[config.mk]
export PLATFORM = sky130hd
export DESIGN_NAME = irqrc_unit
export DESIGN_NICKNAME = d
export VERILOG_FILES = /design/src/verilog/irqrc_pkg.sv /design/src/verilog/irqrc_unit.sv
export SDC_FILE = /design/constraint.sdc
export NUM_CORES = 1
export LEC_CHECK = 0
export BUFFER_PORTS_ARGS = -buffer_cell sky130_fd_sc_hd__buf_4
export CAP_MARGIN = 20
export CORE_AREA = 5 5 109 111
export CTS_CLUSTER_DIAMETER = 60
export DETAILED_ROUTE_END_ITERATION = 10
export DIE_AREA = 0 0 114 116
export PLACE_DENSITY_LB_ADDON = 0.15
export SYNTH_ARGS = -nofsm -noshare
export SYNTH_HDL_FRONTEND = slang
export SYNTH_SLANG_ARGS = --single-unit
[constraint.sdc]
create_clock -name sys_clk -period 2.8 [get_ports sys_clk]
set_clock_uncertainty 0.2 [all_clocks]
set_input_delay 0.28 -clock sys_clk [delete_from_list [all_inputs] [get_ports sys_clk]]
set_output_delay 0.28 -clock sys_clk [all_outputs]
set_load 0.02 [all_outputs]
[src/verilog/irqrc_pkg.sv]
/*
 * Package of the interrupt and reset-cause unit: register indices, field positions,
 * reset values, timing counts, state and carrier types.
 * Assumes a 20 MHz system clock and a byte-addressed 32-bit register bus.
 */
`default_nettype none
package irqrc_pkg;
	localparam int CLK_PERIOD_NS = 50;
	// register indices; byte address is four times the index
	localparam logic [5:0] IDX_RESET_CAUSE = 6'h34;
	localparam logic [5:0] IDX_SENSE = 6'h35;
	localparam logic [5:0] IDX_FLAGS = 6'h3A;
	localparam logic [5:0] IDX_MASK = 6'h3B;
	localparam logic [5:0] IDX_REF = 6'h08;
	// field positions
	localparam int WDT_BIT = 3;
	localparam int BOD_BIT = 2;
	localparam int PINRST_BIT = 1;
	localparam int POR_BIT = 0;
	localparam int EXT_BIT = 6;
	localparam int PC_BIT = 5;
	localparam int CONV_BIT = 0;
	localparam int CBS_BIT = 1;
	localparam int BG_ON_BIT = 2;
	localparam int REF_READY_BIT = 3;
	localparam int GIE_BIT = 4;
	// reset values
	localparam logic [3:0] RESET_CAUSE_RST = 4'h1;
	localparam logic [1:0] SENSE_RST = 2'h0;
	// external pin sense codes
	localparam logic [1:0] SENSE_LOW = 2'h0;
	localparam logic [1:0] SENSE_ANY = 2'h1;
	localparam logic [1:0] SENSE_FALL = 2'h2;
	localparam logic [1:0] SENSE_RISE = 2'h3;
	// vectors; timer sources follow the pin change vector
	localparam logic [8:0] VEC_EXT = 9'h001;
	localparam logic [8:0] VEC_PC = 9'h002;
	localparam int NUM_SRC = 5;
	localparam int PIN_COUNT = 6;
	// timing
	localparam logic [3:0] ENTRY_CYCLES = 4'h4;
	localparam logic [3:0] SLEEP_EXTRA_CYCLES = 4'h4;
	localparam logic [3:0] RETURN_CYCLES = 4'h4;
	localparam int REF_STARTUP_NS = 10000;
	localparam int REF_STARTUP_CYCLES = (REF_STARTUP_NS + CLK_PERIOD_NS - 1) / CLK_PERIOD_NS;

	typedef enum logic [1:0] {IRQRC_IDLE, IRQRC_ENTRY, IRQRC_RET} irqrc_fsm_type;

	typedef struct packed {
		logic slot;
		logic return_from_interrupt;
		logic gie_set;
		logic gie_clr;
		logic sleeping;
		logic [8:0] pc;
	} irqrc_core_in_type;

	typedef struct packed {
		logic hold;
		logic push;
		logic pop;
		logic [8:0] push_pc;
		logic vector_load;
		logic [8:0] vector;
		logic gie;
		logic [2:0] timer_ack;
	} irqrc_core_out_type;

	typedef struct packed {
		irqrc_fsm_type fsm;
		logic [3:0] cnt;
		logic slow;
		logic [2:0] src;
		logic gie;
		logic need_instr;
		logic [3:0] cause;
		logic en_ext;
		logic en_pc;
		logic ext_flag;
		logic pc_flag;
		logic [1:0] sense;
		logic conv_en;
		logic cbs;
		logic ext_s1;
		logic ext_s2;
		logic ext_s3;
		logic ext_stable;
		logic [PIN_COUNT-1:0] pin_s1;
		logic [PIN_COUNT-1:0] pin_s2;
		logic [PIN_COUNT-1:0] pin_s3;
		logic [PIN_COUNT-1:0] pin_stable;
		logic ack;
		logic [7:0] rdata;
		logic push;
		logic pop;
		logic [8:0] push_pc;
		logic vload;
		logic [8:0] vector;
		logic [2:0] timer_ack;
		logic bg_on;
		logic [7:0] ref_cnt;
		logic ref_ready;
	} irqrc_state_type;

	// pins idle high, so synchronisers start high to avoid a false change after reset
	localparam irqrc_state_type IRQRC_STATE_RST = '{fsm: IRQRC_IDLE, cause: RESET_CAUSE_RST,
		sense: SENSE_RST, ext_s1: 1'b1, ext_s2: 1'b1, ext_s3: 1'b1, ext_stable: 1'b1,
		pin_s1: '1, pin_s2: '1, pin_s3: '1, pin_stable: '1, default: '0};
endpackage
`default_nettype wire

[src/verilog/irqrc_unit.sv]
/*
 * Interrupt request logic and reset-cause recording, with an Avalon-MM slave.
 * Assumes the core flags each instruction slot after any multi-cycle instruction ends,
 * and that watchdog, brown-out and pin reset events arrive as pulses on sys_clk.
 * sys_rst is the power-on reset.
 */
// Contract
// [RULE_01] watchdog reset sets bit 3; power-on or writing zero clears it
// [RULE_02] brown-out reset sets bit 2; power-on or writing zero clears it
// [RULE_03] pin reset sets bit 1; power-on or writing zero clears it
// [RULE_04] power-on sets bit 0; only writing zero clears it
// [RULE_05] software reads then clears reset causes early after start
// [RULE_06] bandgap on when brown-out fuse, comparator select or converter enabled
// [RULE_07] software waits reference start-up, 10 us, before using comparator
// [RULE_08] entry clears global enable; return sets it again
// [RULE_09] loading a vector clears the flag that caused it
// [RULE_10] flag sets even while its enable is clear, stays until served or cleared
// [RULE_11] flags pend while global enable clear, then served by priority
// [RULE_12] low-level external request has no flag, lasts while pin low
// [RULE_13] entry takes four cycles, pushes 9-bit pc, then vector
// [RULE_14] a multi-cycle instruction completes before entry starts
// [RULE_15] entry from sleep takes four extra cycles
// [RULE_16] return takes four cycles and pops the 9-bit pc
// [RULE_17] one main instruction runs after return before next entry
// [RULE_18] external pin interrupt enable bit 6, vector 001
// [RULE_19] pin change enable bit 5, any pin change, vector 002
// [RULE_20] external request comes from pin level even when driven as output
// [RULE_21] external flag set by edge or change, cleared by vector or write one
// [RULE_22] pin change flag bit 5, cleared by vector or write one
// [RULE_23] sense field: 00 low level, 01 any change, 10 falling edge
// [RULE_24] lowest vector wins: external, pin change, then timers
`default_nettype none
module irqrc_unit
	import irqrc_pkg::*;
#(
	parameter int REF_WAIT_CYCLES = REF_STARTUP_CYCLES
) (
	// clock, reset, enable
	input wire logic sys_clk,
	input wire logic sys_rst,
	input wire logic ce,
	// avalon-mm slave
	input wire logic [7:0] address,
	input wire logic read,
	input wire logic write,
	input wire logic [3:0] byteenable,
	input wire logic [31:0] writedata,
	output logic [31:0] readdata,
	output logic waitrequest,
	// processor core
	input wire irqrc_core_in_type core_in,
	output irqrc_core_out_type core_out,
	// pins and reset sources
	input wire logic ext_pin,
	input wire logic [PIN_COUNT-1:0] port_pins,
	input wire logic wdt_reset_evt,
	input wire logic bod_reset_evt,
	input wire logic pin_reset_evt,
	input wire logic brownout_detect_fuse,
	// timer requests, flags kept in the timer block
	input wire logic [2:0] timer_irq_req,
	// analog
	output logic bandgap_on
);
	// the start-up counter is eight bits wide, so longer waits cannot be served
	if (REF_WAIT_CYCLES < 1 || REF_WAIT_CYCLES > 255) begin : g_bad_ref_wait
		$error("REF_WAIT_CYCLES must lie in 1..255");
	end

	irqrc_state_type st_q;
	irqrc_state_type st_d;
	logic [5:0] idx;
	logic bus_hit;
	logic wr_go;
	logic entry_take;
	logic pc_evt;
	logic [NUM_SRC-1:0] req;

	function automatic logic [2:0] pick_src(input logic [NUM_SRC-1:0] r);
		logic [2:0] s;
		s = 3'h0;
		for (int i = NUM_SRC - 1; i >= 0; i--) begin
			if (r[i]) begin
				s = 3'(i);
			end
		end
		return s;
	endfunction

	////////////////////////////////////////////////////////////////////////////////
	// bus decode: one wait cycle per access so read data come from flops
	assign idx = address[7:2];
	assign bus_hit = (address[1:0] == 2'h0);
	assign wr_go = write && st_q.ack && ce && bus_hit && byteenable[0];
	assign waitrequest = (read || write) && !(st_q.ack && ce);
	assign readdata = {24'h0, st_q.rdata};

	////////////////////////////////////////////////////////////////////////////////
	always_comb begin
		logic ext_chg;
		logic ext_evt;
		logic ext_level_req;
		logic [PIN_COUNT-1:0] pin_chg;
		logic clr_ext;
		logic clr_pc;
		logic [3:0] cause_set;
		logic [7:0] rd;
		ext_chg = 1'b0;
		ext_evt = 1'b0;
		ext_level_req = 1'b0;
		pin_chg = '0;
		clr_ext = 1'b0;
		clr_pc = 1'b0;
		cause_set = 4'h0;
		rd = 8'h00;
		st_d = st_q;
		st_d.push = 1'b0;
		st_d.pop = 1'b0;
		st_d.vload = 1'b0;
		st_d.timer_ack = 3'h0;
		entry_take = 1'b0;

		// three-stage synchronisers; a change counts once stages two and three agree
		// [RULE_20] pin level sampled
		st_d.ext_s1 = ext_pin;
		st_d.ext_s2 = st_q.ext_s1;
		st_d.ext_s3 = st_q.ext_s2;
		ext_chg = (st_q.ext_s2 == st_q.ext_s3) && (st_q.ext_s3 != st_q.ext_stable);
		if (ext_chg) begin
			st_d.ext_stable = st_q.ext_s3;
		end
		st_d.pin_s1 = port_pins;
		st_d.pin_s2 = st_q.pin_s1;
		st_d.pin_s3 = st_q.pin_s2;
		pin_chg = ~(st_q.pin_s2 ^ st_q.pin_s3) & (st_q.pin_s3 ^ st_q.pin_stable);
		st_d.pin_stable = st_q.pin_stable ^ pin_chg;
		pc_evt = |pin_chg;

		// [RULE_23] sense select
		case (st_q.sense)
			SENSE_LOW: ext_evt = 1'b0;
			SENSE_ANY: ext_evt = ext_chg;
			SENSE_FALL: ext_evt = ext_chg && !st_q.ext_s3;
			default: ext_evt = ext_chg && st_q.ext_s3;
		endcase
		// [RULE_12] level request
		ext_level_req = (st_q.sense == SENSE_LOW) && !st_q.ext_stable;

		// [RULE_18] [RULE_19] enables gate requests
		req[0] = st_q.en_ext && ((st_q.sense == SENSE_LOW) ? ext_level_req : st_q.ext_flag);
		req[1] = st_q.en_pc && st_q.pc_flag;
		req[4:2] = timer_irq_req;

		case (st_q.fsm)
			IRQRC_IDLE: begin
				if (core_in.return_from_interrupt) begin
					// [RULE_16] return pops pc
					st_d.fsm = IRQRC_RET;
					st_d.cnt = RETURN_CYCLES - 4'h1;
					st_d.pop = 1'b1;
				// [RULE_14] [RULE_11] [RULE_17] take at a slot
				end else if (core_in.slot && st_q.gie && (|req) && !st_q.need_instr) begin
					entry_take = 1'b1;
					st_d.fsm = IRQRC_ENTRY;
					// [RULE_08] entry masks all
					st_d.gie = 1'b0;
					// [RULE_24] lowest vector wins
					st_d.src = pick_src(req);
					// [RULE_13] [RULE_15] entry length
					st_d.slow = core_in.sleeping;
					st_d.cnt = (core_in.sleeping ? ENTRY_CYCLES + SLEEP_EXTRA_CYCLES : ENTRY_CYCLES) - 4'h1;
					st_d.push = 1'b1;
					st_d.push_pc = core_in.pc;
				end else begin
					if (core_in.slot) begin
						st_d.need_instr = 1'b0;
					end
					if (core_in.gie_set) begin
						st_d.gie = 1'b1;
					end else if (core_in.gie_clr) begin
						st_d.gie = 1'b0;
					end
				end
			end
			IRQRC_ENTRY: begin
				if (st_q.cnt == 4'h0) begin
					st_d.fsm = IRQRC_IDLE;
					st_d.vload = 1'b1;
					// [RULE_18] [RULE_19] vector address
					st_d.vector = VEC_EXT + 9'(st_q.src);
					// [RULE_09] hardware clear on vector
					clr_ext = (st_q.src == 3'h0);
					clr_pc = (st_q.src == 3'h1);
					st_d.timer_ack = (st_q.src >= 3'h2) ? 3'(3'h1 << (st_q.src - 3'h2)) : 3'h0;
				end else begin
					st_d.cnt = st_q.cnt - 4'h1;
				end
			end
			IRQRC_RET: begin
				if (st_q.cnt == 4'h0) begin
					st_d.fsm = IRQRC_IDLE;
					// [RULE_08] return re-enables
					st_d.gie = 1'b1;
					st_d.need_instr = 1'b1;
				end else begin
					st_d.cnt = st_q.cnt - 4'h1;
				end
			end
			default: st_d.fsm = IRQRC_IDLE;
		endcase

		// register writes
		if (wr_go && idx == IDX_RESET_CAUSE) begin
			// [RULE_01] [RULE_02] [RULE_03] [RULE_04] writing zero clears
			st_d.cause = st_q.cause & writedata[3:0];
		end
		if (wr_go && idx == IDX_MASK) begin
			st_d.en_ext = writedata[EXT_BIT];
			st_d.en_pc = writedata[PC_BIT];
		end
		if (wr_go && idx == IDX_FLAGS) begin
			clr_ext = clr_ext || writedata[EXT_BIT];
			clr_pc = clr_pc || writedata[PC_BIT];
		end
		if (wr_go && idx == IDX_SENSE) begin
			st_d.sense = writedata[1:0];
		end
		if (wr_go && idx == IDX_REF) begin
			st_d.conv_en = writedata[CONV_BIT];
			st_d.cbs = writedata[CBS_BIT];
		end

		// reset causes: a set wins over a same-cycle clear
		// [RULE_01] [RULE_02] [RULE_03] set on event
		cause_set[WDT_BIT] = wdt_reset_evt;
		cause_set[BOD_BIT] = bod_reset_evt;
		cause_set[PINRST_BIT] = pin_reset_evt;
		st_d.cause = st_d.cause | cause_set;

		// [RULE_10] [RULE_21] [RULE_22] sticky flags, set wins
		st_d.ext_flag = ((st_q.ext_flag && !clr_ext) || ext_evt) && (st_d.sense != SENSE_LOW);
		st_d.pc_flag = (st_q.pc_flag && !clr_pc) || pc_evt;

		// [RULE_06] bandgap enable
		st_d.bg_on = brownout_detect_fuse || st_q.cbs || st_q.conv_en;
		// ready status so software can see start-up has elapsed
		if (!st_q.bg_on) begin
			st_d.ref_cnt = 8'h00;
			st_d.ref_ready = 1'b0;
		end else if (st_q.ref_cnt == 8'(REF_WAIT_CYCLES - 1)) begin
			st_d.ref_ready = 1'b1;
		end else begin
			st_d.ref_cnt = st_q.ref_cnt + 8'h01;
		end

		// bus answer
		if ((read || write) && !st_q.ack) begin
			st_d.ack = 1'b1;
			if (bus_hit) begin
				case (idx)
					IDX_RESET_CAUSE: rd = {4'h0, st_q.cause};
					IDX_MASK: begin
						rd[EXT_BIT] = st_q.en_ext;
						rd[PC_BIT] = st_q.en_pc;
					end
					IDX_FLAGS: begin
						rd[EXT_BIT] = st_q.ext_flag;
						rd[PC_BIT] = st_q.pc_flag;
					end
					IDX_SENSE: rd = {6'h00, st_q.sense};
					IDX_REF: rd = {3'h0, st_q.gie, st_q.ref_ready, st_q.bg_on, st_q.cbs, st_q.conv_en};
					default: rd = 8'h00;
				endcase
			end
			st_d.rdata = rd;
		end else begin
			st_d.ack = 1'b0;
		end
	end

	always_ff @(posedge sys_clk or posedge sys_rst) begin
		if (sys_rst) begin
			st_q <= IRQRC_STATE_RST;
		end else if (ce) begin
			st_q <= st_d;
		end
	end

	////////////////////////////////////////////////////////////////////////////////
	// outputs
	assign core_out.hold = (st_q.fsm != IRQRC_IDLE);
	assign core_out.push = st_q.push;
	assign core_out.pop = st_q.pop;
	assign core_out.push_pc = st_q.push_pc;
	assign core_out.vector_load = st_q.vload;
	assign core_out.vector = st_q.vector;
	assign core_out.gie = st_q.gie;
	assign core_out.timer_ack = st_q.timer_ack;
	assign bandgap_on = st_q.bg_on;

	////////////////////////////////////////////////////////////////////////////////
	// checks; busy_cyc counts enabled cycles spent away from idle
	logic [3:0] busy_cyc;
	always_ff @(posedge sys_clk or posedge sys_rst) begin
		if (sys_rst) begin
			busy_cyc <= 4'h0;
		end else if (ce) begin
			busy_cyc <= (st_q.fsm == IRQRC_IDLE) ? 4'h0 : busy_cyc + 4'h1;
		end
	end
endmodule // irqrc_unit
`default_nettype wire

### Word-level counts from Yosys, hierarchy flattened

Cells that the tools add are included.
Widths: inputs -> output; s select.

* add/subtract/negate cells: 5
* magnitude comparators: 1
* equality and inequality tests: 23
* shifts and indexed selects: 1
* muxes and demuxes: 46
* bitwise logic cells: 8
* reduce and logical (&&, ||, !) cells: 62

Operators with widths (count)
* $mux 9: 3
* $mux 13: 2
* $eq 6x6->1 const B: 4
* $logic_and 1x1->1: 24
* $mux 3: 6
* $xor 6x6->6: 3
* $mux 1: 17
* $pmux 5 s3: 1
* $mux 4: 3
* $ne 2x2->1 const B: 6
* $pmux 2 s2: 3
* $reduce_and 2->1: 6
* $mux 11: 1
* $mux 10: 1
* $add 8x1->8 const B: 1
* $eq 8x8->1 const B: 1
* $mux 2: 4
* $mux 8: 1
* $pmux 4 s2: 1
* $reduce_and 4->1: 2
* $reduce_bool 2->1: 4
* $sub 4x1->4 const B: 2
* $logic_not 1->1: 7
* $logic_or 1x1->1: 7
* other kinds (30): 36

* bits in registers: 95
* output and inout bits: 60

### Longest topological paths before layout

* depth in word-level cells: 10
* mapped depth: 9

### Worst setup path before layout

Ideal clock, no wire load.

* path kind: flip-flop to flip-flop
* start: register st_q[89] (netlist name)
* end: register st_q[75] (netlist name)
* setup time: 122 ps
* arrival time: 1819 ps
* data required time: 2478 ps
* setup slack: 660 ps
* stages on the path, launching flop included: 7
* buffers on the path: 0
* clock period less this slack: 2140 ps
* path through: dfrtp_1 > inv_1 > ha_1 > nor3b_2 > nand3_1 > or3b_2 > a32o_1

* word-level cells in the longest chain between the ends: 8

RTL lines
* from (decl): RTL line irqrc_unit.sv:70 `irqrc_state_type st_q;`
* from (signal assigned): RTL line irqrc_unit.sv:285 `st_q <= st_d;`
* $logic_not 4->1 *: RTL line irqrc_unit.sv:186 `if (st_q.cnt == 4'h0) begin`
* $mux 1 *: RTL line irqrc_unit.sv:186
* $mux 1 *: RTL line irqrc_unit.sv:154 `case (st_q.fsm)`
* $logic_or 1x1->1: RTL line irqrc_unit.sv:223 `clr_pc = clr_pc || writedata[PC_BIT];`
* $mux 1 *: RTL line irqrc_unit.sv:221 `if (wr_go && idx == IDX_FLAGS) begin`
* $logic_not 1->1 *: RTL line irqrc_unit.sv:242 `st_d.pc_flag = (st_q.pc_flag && !clr_pc) || pc_evt;`
* $logic_and 1x1->1 *: RTL line irqrc_unit.sv:242
* $logic_or 1x1->1 *: RTL line irqrc_unit.sv:242

Every way passes the cells marked *; elsewhere a longest branch is shown, timed or not.
A chain may end at the register's enable or synchronous reset.

### Final worst setup path

* start: register st_q[73] (netlist name)
* end: register st_q[83] (netlist name)

* word-level cells in the longest chain between the ends: 9

RTL lines
* $logic_not 2->1 *: RTL line irqrc_unit.sv:147, irqrc_unit.sv:150
* $logic_and 1x1->1: RTL line irqrc_unit.sv:147 `ext_level_req = (st_q.sense == SENSE_LOW) && !st_q.ext_stable;`
* $mux 1 *: RTL line irqrc_unit.sv:150 `req[0] = st_q.en_ext && ((st_q.sense == SENSE_LOW) ? ext_level_req : st_q.ext_flag);`
* $logic_and 1x1->1 *: RTL line irqrc_unit.sv:150
* $reduce_or 5->1 *: RTL line irqrc_unit.sv:162 `end else if (core_in.slot && st_q.gie && (|req) && !st_q.need_instr) begin`
* $logic_and 1x1->1 * (2 in series): RTL line irqrc_unit.sv:162
* $ne 2x2->1 (no line) *
* $reduce_and 6->1 (no line) *

Marked as above.

==> results.md <==
- Final standard cell count with taps included and fillers excluded: 683
- Critical path arrival: 2570 ps
- Number of antenna violations at the first check in global routing: 0
- Most frequent cells after synthesis: sky130_fd_sc_hd__dfrtp_1 (59), sky130_fd_sc_hd__buf_4 (57), sky130_fd_sc_hd__nand2_1 (43)
- Final wirelength: 9690 µm
- Layout overhead on the synthesized area: 19.4%
- Nets: 627
- Run status: complete, no violations
- Antenna diode instance count: 0
- Detailed placement HPWL: 6840 µm
- Fraction of post-synthesis cell area in the top cell type by area: 31.5%
- Area inside the core boundary: 0.0107 mm²
- Number of storage elements in the synthesis netlist: 88
- Number of setup buffers added after CTS: 0
- Sequential share of the synthesized area: 47.7%
- Clock net sink count: 88
- Library cell occupying the most area in the post-synthesis netlist: sky130_fd_sc_hd__dfrtp_1
- Area used by multi-input combinational logic: 0.00197 mm²
- Wire per inst: 14.2 µm
- Proportion of register bits with asynchronous set or reset after synthesis: 100%
- Hold crit path type: primary input to flip-flop
- Post-CTS clock slew at the launch and capture registers of the worst setup and hold paths: 90 ps
- Number of global-route vias before repair: 3,381
- Largest voltage drop on the vdd net: 0.301 mV
- Die Ht: 116 µm
- IO Port Bufs: 77
- # DRC: 0
- Number of nets still failing antenna checks after routing: 0
- Global-route wire length before repair: 16,000 µm
- Total GRT Usage: 15.0%
- Total via count after detailed routing: 3,381
- Full die area: 0.0132 mm²
- Total I/O pin count: 137
- Largest net degree at the start of global routing: 59
- Root Driver: sky130_fd_sc_hd__clkbuf_8
- Cell area after synthesis: 0.00469 mm²
- Final setup violation count: 0
- Post-Route Setup TNS: 0 ps
- Shortest clock period the worst path allows after layout: 2480 ps
- Die Width: 114 µm
- EDFF count, synth: 0
- Primary flip-flop cell chosen by synthesis mapping: sky130_fd_sc_hd__dfrtp_1
- Number of resized instances in the post-cts repair step: 0
- Number of warning messages in the yosys log: 0
- Most numerous cell in the Yosys netlist: sky130_fd_sc_hd__dfrtp_1
- Initial core utilization: 43.9%
- GRT Residual Overflow: 0
- Fill count: 998
- Post-placement cell area: 0.00511 mm²
- H-tree depth: 3
- CTS tree: yes
- Finished layout cell area: 0.00560 mm²
- Final hold violations: 0
- Leakage dissipation: 2.57 nW
- Setup Crit Path Kind: flip-flop to flip-flop
- Final weighted congestion in routability-driven placement: 0.762
- MaxCap Viol Count: 0
- Tightest Pin Transition: 625 ps
- Maximum number of buffers from clock root to sink: 2
- Ratio of final minimum period to clock period: 88.6%
- Router iterations before antenna repair: 4
- TritonCTS buffer count: 9
- Library cells used by synthesis: 61
- Via density per instance: 4.95
- Avg Inst Size Synth: 10.3 µm²
- Area taken by flip-flops and latches: 0.00224 mm²
- Cell Count Post-Placement: 638
- Dominant cells by area after synthesis: sky130_fd_sc_hd__dfrtp_1 (31%), sky130_fd_sc_hd__dfstp_2 (16%), sky130_fd_sc_hd__buf_4 (9.1%), sky130_fd_sc_hd__mux2_2 (7.4%), sky130_fd_sc_hd__o21ai_0 (4.2%)
- Power density relative to cell area: 654 mW/mm²
- RSZ-0062 raised after global routing: no
- Worst slew margin: 58.3%
- Req. time, crit path: 2890 ps
- Initial detailed-routing violation count: 119
- Number of hold buffers added after CTS: 29
- Worst-case register-to-register setup slack: 320 ps
- Max Fanout on Critical Path: 7
- Cell count after synthesis: 457
- Number of pins exceeding their max-slew limit in the final report: 0
- Share of final-layout standard cells stronger than drive strength 1: 30.8%
- Maximum clock frequency: 403 MHz
- Worst skew pair latency: 350 ps
- Cell Rows: 38
- Element type at the critical path end: flip-flop
- Sort of element at the start of the critical path: flip-flop
-- layout make-up --
| cell class | count | area share (%) |
|---|---|---|
| Clock inverter | 4 | 0.960 |
| Timing Repair Buffer | 110 | 16.3 |
| Tap cell | 140 | 3.13 |
| Multi-Input combinational cell | 301 | 35.2 |
| Inverter | 28 | 1.90 |
| Clock buffer | 12 | 2.59 |
| Sequential cell | 88 | 39.9 |
-- cell families (layout without fill, tap and decap cells) --
| group | Yosys count | after routing | share of synthesized area (%) |
|---|---|---|---|
| and+or+nand+nor | 127 | 127 | 14.3 |
| buffers and inverters | 97 | 154 | 12.5 |
| AOI/OAI and AO/OA | 88 | 88 | 12.2 |
| DFF | 88 | 88 | 47.7 |
| muxes | 36 | 36 | 8.51 |
| adders and majority gates | 12 | 12 | 3.20 |
| xor gates and xnor gates | 8 | 8 | 1.49 |
| other | 1 | 30 | 0.0799 |
-- stage by stage --
step | hold slack (ps) | total power, mW | util [%] | setup WS [ps]
finish | 17.1 | 3.67 | 52.4 | 319
CTS | 1.43 | 3.71 | 52.4 | 319
global placement | 156 | 2.73 | 47.8 | 503
floorplan | 177 | 2.54 | - | 89.4
detailed placement | 158 | 2.77 | 47.8 | 475
global route | 38.8 | 3.90 | 52.4 | 179
-- report_power, final --
part,total [mW],internal [mW],switching [mW]
logic,1.03,0.474,0.553
registers,1.76,1.56,0.198
clock network,0.883,0.439,0.443
total,3.67,2.47,1.19
-- worst max-delay path, stage by stage, from the launching register on --
cell and delay [ps]:
sky130_fd_sc_hd__dfrtp_1 460, sky130_fd_sc_hd__o211ai_1 320, sky130_fd_sc_hd__nand4_2 240, sky130_fd_sc_hd__o21a_1 300, sky130_fd_sc_hd__o41ai_1 320, sky130_fd_sc_hd__dlygate4sd3_1 600
-- metal layers --
layer  share of wire [%]  up-vias  global-route usage, %
met4                 1.0        0                   3.72
li1                    -     1670                      -
met5                   0        -                      0
met2                  48       83                   24.2
met3                 5.9       10                   4.39
met1                  45     1618                   20.0
-- cells in the final DEF (no fill, tap or decap), drive strengths merged, types with 25 or more instances in the layout --
master | netlist | routed
buf | 62 | 81
conb | 1 | 30
dfrtp | 59 | 59
dfstp | 29 | 29
dlygate4sd3 | 0 | 29
inv | 28 | 27
mux2 | 31 | 31
nand2 | 43 | 43
nor2 | 25 | 25
o21ai | 39 | 39
-- worst paths after layout --
check / start / endpoint / depth (start not counted)
max: st_q[73] / st_q[83] / 5
min: brownout_detect_fuse / bandgap_on / 3
max reg2reg: st_q[73] / st_q[83] / 5
min reg2reg: st_q[79] / st_q[79] / 1
max in group asynchronous: sys_rst / st_q[79] / 4
min in group asynchronous: sys_rst / st_q[77] / 3
-- state kept, by name, summed over array words and instances (netlist names), named ones only --
| register | cells |
|---|---|
| bandgap_on | 1 |
| core_out | 20 |
| readdata | 7 |
| st_d | 14 |
| st_q | 40 |
Note: power is estimated with default switching activity, not from simulation.
